## config.mk

```make
export PLATFORM = sky130hd
export DESIGN_NAME = sdp_debug_port
export DESIGN_NICKNAME = d
export VERILOG_FILES = /design/src/logic/sdp_pkg.sv /design/src/logic/sdp_mem_if.sv /design/src/logic/sdp_debug_port.sv /design/src/logic/sdp_sync.sv /design/src/logic/sdp_mem_port.sv
export SDC_FILE = /design/constraint.sdc
export NUM_CORES = 1
export LEC_CHECK = 0
export ABC_CLOCK_PERIOD_IN_PS = 7600
export BUFFER_PORTS_ARGS = -buffer_cell sky130_fd_sc_hd__buf_2
export CAP_MARGIN = 25
export CELL_PAD_IN_SITES_DETAIL_PLACEMENT = 1
export CELL_PAD_IN_SITES_GLOBAL_PLACEMENT = 1
export CORE_MARGIN = 4
export CORE_UTILIZATION = 30
export DETAILED_ROUTE_END_ITERATION = 8
export GPL_TIMING_DRIVEN = 0
export HOLD_SLACK_MARGIN = 0.15
export PLACE_DENSITY = 0.52
export SLEW_MARGIN = 20
export SYNTH_ARGS = -nofsm -noshare
export SYNTH_HDL_FRONTEND = slang
export SYNTH_SLANG_ARGS = --single-unit
```

## constraint.sdc

```tcl
create_clock -name sys_clk -period 7.6 [get_ports sys_clk]
set_clock_uncertainty 0.2 [all_clocks]
set_input_delay 1.52 -clock sys_clk [delete_from_list [all_inputs] [get_ports sys_clk]]
set_output_delay 1.52 -clock sys_clk [all_outputs]
set_load 0.01 [all_outputs]
```

## src/logic/sdp_pkg.sv

```systemverilog
// Package: constants for the serial debug memory port
package sdp_pkg;
  localparam int          ADDR_W       = 16;
  localparam int          DATA_W       = 16;
  localparam int          CMD_W        = 8;
  localparam logic [7:0]  CMD_READ     = 8'h03;
  localparam logic [7:0]  CMD_WRITE    = 8'h02;
  localparam int          RESYNC_EDGES = 2;
  localparam logic [4:0]  CMD_LAST     = 5'h07;
  localparam logic [4:0]  WORD_LAST    = 5'h0f;
endpackage : sdp_pkg

```

## src/logic/sdp_mem_if.sv

```systemverilog
// Interface: word request port between serial engine and memory side
`timescale 1ns/1ps
`default_nettype none
interface sdp_mem_if;
  logic        req;
  logic        we;
  logic [15:0] addr;
  logic [15:0] wdata;
  logic [15:0] rdata;
  logic        ack;
  modport master (output req, output we, output addr, output wdata, input rdata, input ack);
  modport slave  (input req, input we, input addr, input wdata, output rdata, output ack);
endinterface : sdp_mem_if
`default_nettype wire

```

## src/logic/sdp_debug_port.sv

```systemverilog
// Top: serial debug port giving word access to the memory space
// Behaviour
// Sixteen-bit addresses and sixteen-bit data words
// Works whether processor runs or halts
// Two clocks deselected resets serial state
// Transaction starts with eight-bit command
// Sixteen-bit address follows the command
// Data words follow the address
// Master holds select low; rising ends
// Input sampled on serial clock rise
// Output changes on serial clock fall
// Serial clock is input only
// Each further sixteen clocks advances address
// Deselected output: 0 running, 1 halted
// Output must not share other slaves
// Read command code is 00000011
// Read returns check word, then data
// Reads continue through successive locations
// Write command 00000010 stores words
// Synchronised clock; one request per word
`timescale 1ns/1ps
`default_nettype none
module sdp_debug_port (
  input  wire logic        sys_clk,    // System clock, 50 MHz
  input  wire logic        rst_n,      // Async reset, active low
  input  wire logic        ce,         // Clock enable, freezes state when low
  input  wire logic        spi_clk,    // Serial clock from master
  input  wire logic        spi_cs_n,   // Chip select, active low
  input  wire logic        spi_mosi,   // Serial data in
  output logic             spi_miso,   // Serial data out, always driven
  input  wire logic        cpu_halted, // Processor halted status
  output logic             mem_en,     // Memory strobe
  output logic             mem_we,     // Memory write enable
  output logic [15:0]      mem_addr,   // Memory address
  output logic [15:0]      mem_wdata,  // Memory write data
  input  wire logic [15:0] mem_rdata   // Memory read data
);
  // ==========================================================
  // Input synchronisers
  logic sclk_q, sclk_rise, sclk_fall;
  logic cs_q, cs_rise, cs_fall;
  logic mosi_q;
  sdp_sync #(.RST_VAL(1'b0)) u_sclk (.sys_clk(sys_clk), .rst_n(rst_n), .ce(ce), .d(spi_clk),
    .q(sclk_q), .rise(sclk_rise), .fall(sclk_fall));
  sdp_sync #(.RST_VAL(1'b1)) u_cs (.sys_clk(sys_clk), .rst_n(rst_n), .ce(ce), .d(spi_cs_n),
    .q(cs_q), .rise(cs_rise), .fall(cs_fall));
  sdp_sync #(.RST_VAL(1'b0)) u_mosi (.sys_clk(sys_clk), .rst_n(rst_n), .ce(ce), .d(spi_mosi),
    .q(mosi_q), .rise(), .fall());
  logic halt_s1, halt_q;
  always_ff @(posedge sys_clk or negedge rst_n) begin
    if (!rst_n) begin
      halt_s1 <= 1'b0;
      halt_q  <= 1'b0;
    end else if (ce) begin
      halt_s1 <= cpu_halted;
      halt_q  <= halt_s1;
    end
  end

  // ==========================================================
  // Memory side
  sdp_mem_if mif ();
  sdp_mem_port u_mem (.sys_clk(sys_clk), .rst_n(rst_n), .ce(ce), .mif(mif), .mem_en(mem_en),
    .mem_we(mem_we), .mem_addr(mem_addr), .mem_wdata(mem_wdata), .mem_rdata(mem_rdata));

  // ==========================================================
  // Serial engine
  typedef enum logic [2:0] {SDP_IDLE, SDP_CMD, SDP_ADDR, SDP_DATA, SDP_SKIP} sdp_state_t;
  sdp_state_t  state;
  logic [4:0]  bit_cnt;
  logic [7:0]  cmd;
  logic [15:0] addr;
  logic [15:0] shreg;
  logic [15:0] tx;
  logic [15:0] rdbuf;
  logic        req;
  logic        req_we;
  logic [15:0] req_addr;
  logic [15:0] req_wdata;
  logic [1:0]  hi_cnt;
  logic        armed;
  logic        miso;

  wire         selected   = ~cs_q & armed;
  wire         in_cmd     = state == SDP_CMD;
  wire         in_addr    = state == SDP_ADDR;
  wire         in_data    = state == SDP_DATA;
  wire         is_read    = cmd == sdp_pkg::CMD_READ;
  wire         is_write   = cmd == sdp_pkg::CMD_WRITE;
  wire  [7:0]  next_cmd   = {shreg[6:0], mosi_q};
  wire  [15:0] next_shreg = {shreg[14:0], mosi_q};
  wire         cmd_done   = in_cmd & sclk_rise & (bit_cnt == sdp_pkg::CMD_LAST);
  wire         word_done  = sclk_rise & (bit_cnt == sdp_pkg::WORD_LAST);
  wire         addr_done  = in_addr & word_done;
  wire         data_done  = in_data & word_done;
  wire         cmd_read   = next_cmd == sdp_pkg::CMD_READ;
  wire         cmd_known  = cmd_read | (next_cmd == sdp_pkg::CMD_WRITE);
  // Check word is the command plus upper address byte
  wire  [15:0] check_word = {cmd, next_shreg[15:8]};

  assign mif.req   = req;
  assign mif.we    = req_we;
  assign mif.addr  = req_addr;
  assign mif.wdata = req_wdata;

  // Deselect counter: two serial clocks with select high arm the engine once after reset
  always_ff @(posedge sys_clk or negedge rst_n) begin
    if (!rst_n) begin
      hi_cnt <= 2'h0;
      armed  <= 1'b0;
    end else if (ce) begin
      if (!cs_q) begin
        hi_cnt <= 2'h0;
      end else if (sclk_rise && hi_cnt != 2'(sdp_pkg::RESYNC_EDGES)) begin
        hi_cnt <= hi_cnt + 2'h1;
      end
      if (cs_q && hi_cnt == 2'(sdp_pkg::RESYNC_EDGES)) begin
        armed <= 1'b1;
      end
    end
  end

  always_ff @(posedge sys_clk or negedge rst_n) begin
    if (!rst_n) begin
      state   <= SDP_IDLE;
      bit_cnt <= 5'h00;
      cmd     <= 8'h00;
      addr    <= 16'h0000;
      shreg   <= 16'h0000;
    end else if (ce) begin
      if (cs_q || !armed) begin
        state   <= SDP_IDLE;
        bit_cnt <= 5'h00;
      end else if (sclk_rise) begin
        shreg   <= next_shreg;
        bit_cnt <= word_done ? 5'h00 : bit_cnt + 5'h01;
        unique case (state)
          SDP_IDLE: begin
            state   <= SDP_CMD;
            bit_cnt <= 5'h01;
          end
          SDP_CMD: begin
            if (cmd_done) begin
              cmd     <= next_cmd;
              state   <= cmd_known ? SDP_ADDR : SDP_SKIP;
              bit_cnt <= 5'h00;
            end
          end
          SDP_ADDR: begin
            if (addr_done) begin
              addr  <= next_shreg;
              state <= SDP_DATA;
            end
          end
          SDP_DATA: begin
            if (data_done) begin
              addr <= addr + 16'h0001;
            end
          end
          SDP_SKIP: ;
        endcase
      end
    end
  end

  // One request per completed data word, and one for the address word of a read
  always_ff @(posedge sys_clk or negedge rst_n) begin
    if (!rst_n) begin
      req       <= 1'b0;
      req_we    <= 1'b0;
      req_addr  <= 16'h0000;
      req_wdata <= 16'h0000;
      rdbuf     <= 16'h0000;
    end else if (ce) begin
      req <= 1'b0;
      if (selected && addr_done && is_read) begin
        req      <= 1'b1;
        req_we   <= 1'b0;
        req_addr <= next_shreg;
      end else if (selected && data_done && is_read) begin
        req      <= 1'b1;
        req_we   <= 1'b0;
        req_addr <= addr + 16'h0001;
      end else if (selected && data_done && is_write) begin
        req       <= 1'b1;
        req_we    <= 1'b1;
        req_addr  <= addr;
        req_wdata <= next_shreg;
      end
      if (mif.ack && !req_we) begin
        rdbuf <= mif.rdata;
      end
    end
  end

  // Transmit shifter: loads on word boundary, shifts on falling clock
  always_ff @(posedge sys_clk or negedge rst_n) begin
    if (!rst_n) begin
      tx   <= 16'h0000;
      miso <= 1'b0;
    end else if (ce) begin
      if (cs_q || !armed) begin
        miso <= halt_q;
      end else if (sclk_fall && in_data && is_read) begin
        miso <= tx[15];
        tx   <= {tx[14:0], 1'b0};
      end
      // Load at word end, before the prefetch overwrites the read buffer
      if (selected && addr_done && is_read) begin
        tx <= check_word;
      end else if (selected && data_done && is_read) begin
        tx <= rdbuf;
      end
    end
  end

  property p_data_load;
    @(posedge sys_clk) disable iff (!rst_n)
      (ce && selected && data_done && is_read) |=> (tx == $past(rdbuf));
  endproperty
  a_data_load: assert property (p_data_load) else $error("read word not loaded");

  assign spi_miso = miso;

  // ==========================================================
  // Checks
  property p_desel_level;
    @(posedge sys_clk) disable iff (!rst_n)
      (ce && $past(ce) && $past(cs_q) && $past(cs_q, 2)) |-> (spi_miso == $past(halt_q));
  endproperty
  a_desel_level: assert property (p_desel_level) else $error("miso not idle level");

  property p_one_req;
    @(posedge sys_clk) disable iff (!rst_n)
      req |=> !req;
  endproperty
  a_one_req: assert property (p_one_req) else $error("request longer than one cycle");

  property p_wr_req;
    @(posedge sys_clk) disable iff (!rst_n)
      (ce && selected && data_done && is_write) |=> (req && req_we && req_addr == $past(addr));
  endproperty
  a_wr_req: assert property (p_wr_req) else $error("write request missing");

  property p_addr_inc;
    @(posedge sys_clk) disable iff (!rst_n)
      (ce && selected && data_done) |=> (addr == $past(addr) + 16'h0001);
  endproperty
  a_addr_inc: assert property (p_addr_inc) else $error("address not advanced");

  property p_check_word;
    @(posedge sys_clk) disable iff (!rst_n)
      (ce && selected && addr_done && is_read) |=> (tx == {cmd, $past(next_shreg[15:8])});
  endproperty
  a_check_word: assert property (p_check_word) else $error("check word wrong");

  property p_miso_fall;
    @(posedge sys_clk) disable iff (!rst_n)
      (ce && !cs_q && $past(!cs_q) && !sclk_fall && state != SDP_IDLE) |=> $stable(spi_miso);
  endproperty
  a_miso_fall: assert property (p_miso_fall) else $error("miso moved off falling edge");

  property p_cs_end;
    @(posedge sys_clk) disable iff (!rst_n)
      (ce && cs_q) |=> (state == SDP_IDLE);
  endproperty
  a_cs_end: assert property (p_cs_end) else $error("transaction not ended");

  property p_cmd_latch;
    @(posedge sys_clk) disable iff (!rst_n)
      (ce && selected && cmd_done) |=> (cmd == $past(next_cmd) && state != SDP_CMD);
  endproperty
  a_cmd_latch: assert property (p_cmd_latch) else $error("command not captured");
endmodule : sdp_debug_port
`default_nettype wire

```

## src/logic/sdp_sync.sv

```systemverilog
// Two-flop synchroniser with rise/fall detection after the second stage
`timescale 1ns/1ps
`default_nettype none
module sdp_sync #(
  parameter logic RST_VAL = 1'b0
) (
  input  wire logic sys_clk,  // System clock
  input  wire logic rst_n,    // Async reset, active low
  input  wire logic ce,       // Clock enable
  input  wire logic d,        // Asynchronous input
  output var  logic q,        // Synchronised level
  output logic      rise,     // One-cycle rising edge
  output logic      fall      // One-cycle falling edge
);
  logic s1;
  logic s2;
  logic s3;
  always_ff @(posedge sys_clk or negedge rst_n) begin
    if (!rst_n) begin
      s1 <= RST_VAL;
      s2 <= RST_VAL;
      s3 <= RST_VAL;
    end else if (ce) begin
      s1 <= d;
      s2 <= s1;
      s3 <= s2;
    end
  end
  assign q    = s2;
  assign rise = ce & s2 & ~s3;
  assign fall = ce & ~s2 & s3;
endmodule : sdp_sync
`default_nettype wire

```

## src/logic/sdp_mem_port.sv

```systemverilog
// Memory side: turns word requests into a single-cycle memory access
`timescale 1ns/1ps
`default_nettype none
module sdp_mem_port (
  input  wire logic  sys_clk,   // System clock
  input  wire logic  rst_n,     // Async reset, active low
  input  wire logic  ce,        // Clock enable
  sdp_mem_if.slave   mif,       // Engine side
  output logic       mem_en,    // Memory strobe, one cycle
  output logic       mem_we,    // Write when high
  output logic [15:0] mem_addr, // Word address
  output logic [15:0] mem_wdata,// Write data
  input  wire logic [15:0] mem_rdata // Read data, valid the cycle after strobe
);
  logic pend;
  assign mem_en    = ce & mif.req;
  assign mem_we    = mif.we;
  assign mem_addr  = mif.addr;
  assign mem_wdata = mif.wdata;
  assign mif.rdata = mem_rdata;
  assign mif.ack   = pend;
  // Read data captured by the engine on ack, one cycle after the strobe
  always_ff @(posedge sys_clk or negedge rst_n) begin
    if (!rst_n) begin
      pend <= 1'b0;
    end else if (ce) begin
      pend <= mif.req;
    end
  end
endmodule : sdp_mem_port
`default_nettype wire

```

# After elaboration in Yosys (flattened, before gate mapping)
# Cells that the tools add are included.
# totals
memories,0
out_inout_bits,35
in_bits,23
ramBits,0
latch_bits,0
reg_bits,127
word_cells,125
romBits,0
# op_classes
div,0
bitwise,18
n_eq_ne,17
order_cmp,0
addsub,3
reduce_logical,32
shift,0
n_mul,0
n_mux,31
# op_table
operator,count
$mux 16,9
$eq 8x2->1 const B,4
$pmux 16 s2,1
$mux 5,4
$add 16x1->16 const B,1
$mux 3,5
$reduce_and 2->1,6
$and 1x1->1,11
$logic_and 1x1->1,10
$pmux 5 s2,1
$reduce_and 5->1,2
$ne 3x1->1 const B,3
$pmux 3 s3,1
$mux 1,8
$eq 3x2->1 const B,2
$not 1->1,6
$reduce_and 3->1,2
$reduce_and 6->1,1
$reduce_bool 2->1,3
$reduce_bool 3->1,2
$add 5x1->5 const B,1
$eq 5x3->1 const B,1
$eq 5x4->1 const B,1
$mux 2,2
other kinds (11),14

# Depth between registers and ports, before layout
# logic_depth
depth_word,9
ltp_mapped,9
mapped_depth_nobuf,6

# By module
# A second synthesis with hierarchy kept.
# hier_totals
hier_cells,712
hier_area_um2,6787.8
# modules_own_cells
module,instances,cells_each,area_each_um2,seq_area_each_um2
sdp_debug_port,1,636,5982.0,2977.9
sdp_mem_port,1,52,415.4,25.0
sdp_sync at u_mosi ...,2,8,128.9,75.1
sdp_sync at u_cs,1,8,132.6,78.8

# Least setup slack after synthesis
# OpenSTA, ideal clock, no wires.
# synth_path
path_kind,input-to-output
start,input port ce
end,output port mem_en
t_required_ns,5.880
cell_stages,2
slack_ns,3.878
arrival_ns,2.002
cell_sequence,buf_1 and2_1
# synth_between
elab_chain_len,1
# synth_lines
item,line,source
"start, declared",sdp_debug_port.sv:26,"input wire logic ce,"
$and 1x1->1,sdp_mem_port.sv:16,assign mem_en = ce & mif.req;
"end, declared",sdp_debug_port.sv:32,"output logic mem_en,"
# Every way passes these cells.

# Worst setup path after layout
# Same ends and word-level chain as after synthesis.

==> metrics.csv <==
stage,metric,value,unit
die,Chip Height,152.0,um
cts,post-CTS clock slew at the launch and capture registers of the worst setup and hold paths,60,ps
critical_path,category of the worst setup path launch point,primary input,
hold_path,Min-Delay Path Depth,1,
hold_path,Worst Hold Class,reg2reg,
timing,Final Hold Vio Count,0,
die,core region area,20300,um^2
critical_path,crit path max-delay cell type,buf_1,
global_routing,total global routing overflow,0,
cts,CTS buffer count,17,
timing,number of pins with negative max-slew slack in the final report,0,
finish,fraction of layout instances using a drive strength above 1,21.66,%
yosys,Synth area leaders,"dfrtp_1 (50%), mux2_2 (8.5%), nand2_1 (5.6%), a21oi_1 (4.2%), mux2i_1 (3.4%)",
power_and_ir_drop,leakage power,3.428,nW
yosys,Post-Synthesis Cell Area,6223,um^2
yosys,cell with the most instances after synthesis,dfrtp_1,
critical_path,Max Fanout on Critical Path,10,
cts,clock latency on the worst-skew pair,420,ps
yosys,top cells by instance count after synthesis,"dfrtp_1 (125), nand2_1 (93), a21oi_1 (52)",
timing,highest achievable clock rate,0.2420,GHz
critical_path,crit path buf inv count,3,
global_routing,pin count of the biggest net entering global routing,78,
critical_path,critical register-to-register path endpoint,addr[10]$_DFFE_PN0P_,
critical_path,element type at the critical path end,output port,
timing,unrepaired setup endpoints after global routing,no,
yosys,Yosys reg bits,127,
critical_path,"Worst Path Class, Setup",in2out,
detailed_routing,final antenna-violating net count,0,
power_and_ir_drop,largest voltage drop on the vdd net,0.0001257,V
place,weighted congestion reported at the end of routability-driven placement,0.8268,
die,die extent in x,152.0,um
global_routing,total global-route track usage,17.40,%
critical_path,slack of the worst reg-to-reg path,4550,ps
yosys,fraction of post-synthesis cell area in the top cell type by area,50.26,%
detailed_routing,number of detailed-routing iterations run before antenna repair,4,
cts,number of resized instances in the post-cts repair step,0,
critical_path,data required time of the worst path,5880,ps
cts,master cell of the clock root buffer,clkbuf_16,
timing,Slew Limit Headroom,47.13,%
cts,hold bufs inserted after CTS,0,
detailed_routing,Avg WL per Cell,20.09,um
run_status,status,"complete, no violations",
finish,multi-input combinational cell area,2829,um^2
finish,# diodes,0,
finish,number of fillers in the final layout,2323,
timing,worst-margin pin slew,785.7,ps
place,number of buffer cells added on primary ports,57,
timing,endpoints failing setup,0,
yosys,number of enable-type register cells in the synthesized netlist,0,
yosys,cell type with the highest aggregate area in the netlist,dfrtp_1,
yosys,sequential element share of the synthesized area,51.11,%
timing,setup tns final,0,ps
hold_path,worst hold path endpoint,armed$_DFFE_PN0P_,
detailed_routing,via total after detailed routing,5126,
flow_run,max-cap violation count,0,
yosys,Synth Instances,621,
yosys,proportion of register bits with asynchronous set or reset after synthesis,100.0,%
power_and_ir_drop,power per standard cell area,225.7,nW/um^2
die,total I/O pin count,58,
die,placement row count,52,
finish,total area of sequential cells,3181,um^2
die,Die ar.,23110,um^2
cts,number of clock sinks,127,
critical_path,worst reg2reg path depth,9,
timing,shortest clock period the worst path allows after layout,4132,ps
power_and_ir_drop,post-route total power,1.699,mW
critical_path,worst reg2reg startpoint,u_cs.q$_DFFE_PN1P_,
detailed_routing,number of DRC violations after detailed-routing iteration 0,232,
yosys,top flip-flop cell by instance count after synthesis,dfrtp_1,
hold_path,worst min-delay path startpoint,armed$_DFFE_PN0P_,
yosys,"Distinct cells, synth",60,
global_routing,antenna violations before repair,0,
critical_path,critical path cell sequence,buf_2 -> buf_1 -> and2_1 -> buf_2,
yosys,synthesized area per cell,10.02,um^2
detailed_routing,total wire length,19.71,mm
yosys,Syn Nets,647,
yosys,yosys synthesis warning count,0,
critical_path,data arrival time of the critical path,2410,ps
detailed_routing,vias per std cell,5.225,
global_routing,global-route wire length before repair,31.84,mm
place,DP Wirelength,13.95,mm
timing,share of the clock period used by the worst path,54.37,%
detailed_routing,Residual DRC,0,
cts,buffers inserted during post-CTS setup optimization,0,
die,initial core utilization,30.66,%
global_routing,number of global-route vias before repair,5541,
finish,Final Net Count,724,
critical_path,library cell appearing most often on the critical path,buf_2,
finish,area growth from synthesis to layout,20.97,%
cts,TritonCTS clock tree,done,
cts,Max Buffers Root-to-Sink,2,
cts,maximum level of the CTS H-tree,4,
critical_path,cell family contributing the most delay on the critical path,buffers and inverters,
critical_path,largest stage delay on the critical path,390,ps
-- report_power, final --
group / total, mW / switching, mW / internal (mW)
clock network: 0.873 / 0.307 / 0.566
registers: 0.713 / 0.0189 / 0.694
logic: 0.114 / 0.0768 / 0.0371
-- state kept, by name, indices dropped and copies added (netlist names), 2 cells and up --
signal / flops
rdbuf: 16
mif.wdata: 16
addr: 16
tx: 16
shreg: 15
cmd: 8
state: 3
bit_cnt: 5
mif.addr: 16
hi_cnt: 2
-- kinds of logic (layout without fill, tap and decap cells) --
logic type	Yosys count	count (layout)	synth area share [%]
xor+xnor	9	9	1.267
mux	68	68	11.88
buf+inv	56	146	3.759
compound gates	150	150	15.00
flops	127	127	51.11
simple gates	208	208	16.39
fa+ha+maj	3	3	0.6032
-- through the flow --
step	util [%]	instances	setup WS [ps]	cell area [um^2]	hold slack [ps]
floorplan	-	621	3878	6223	242.6
global placement	33.73	948	2967	6847	254.2
detailed placement	33.98	949	3412	6898	268.6
CTS	37.06	981	3443	7522	282.9
global route	37.09	981	3360	7528	310.9
finish	37.09	981	3468	7528	280.5
-- metal layers --
metal  vias to the layer above  wire (um)  share of wire (%)  track usage (%)
met3                        18        624                3.2            3.669
met5                         -          0                  0                0
li1                       2394          -                  -                -
met1                      2635       9326                 47            23.85
met4                         0        260                1.3            4.623
met2                        79       9500                 48            28.11
-- worst max-delay path by stage --
stage / cells past startpoint / startpoint / to / slack [ps]
6_report: 4 / ce / mem_en / 3470
5_1_grt: 4 / ce / mem_en / 3360
4_1_cts: 4 / ce / mem_en / 3440
3_5_place_dp: 8 / ce / mif.addr[8]$_DFFE_PN0P_ / 3410
3_3_place_gp: 1 / rst_n / mif.wdata[9]$_DFFE_PN0P_ / 2970
2_1_floorplan: 2 / ce / mem_en / 3880
-- placed cells by master, fill, tap and decap left out, drive strengths merged, types with 15 or more instances in the layout --
cell type	synthesis	layout
a21oi	52	52
a2bb2oi	15	15
buf	16	74
clkbuf	32	54
dfrtp	125	125
mux2	47	47
mux2i	21	21
nand2	93	93
nand3	25	25
nor2	25	25
o21ai	35	35
-- cell type report --
type | count | share of cell area (%)
well taps | 270 | 4.487
clock inverters | 10 | 2.127
clock buffers | 22 | 6.166
flip-flops and latches | 127 | 42.25
plain buffers | 48 | 2.709
repair buffers | 58 | 4.288
multi-input cells | 438 | 37.58
inverters | 8 | 0.3989
Power figures use the tool's default switching activity.
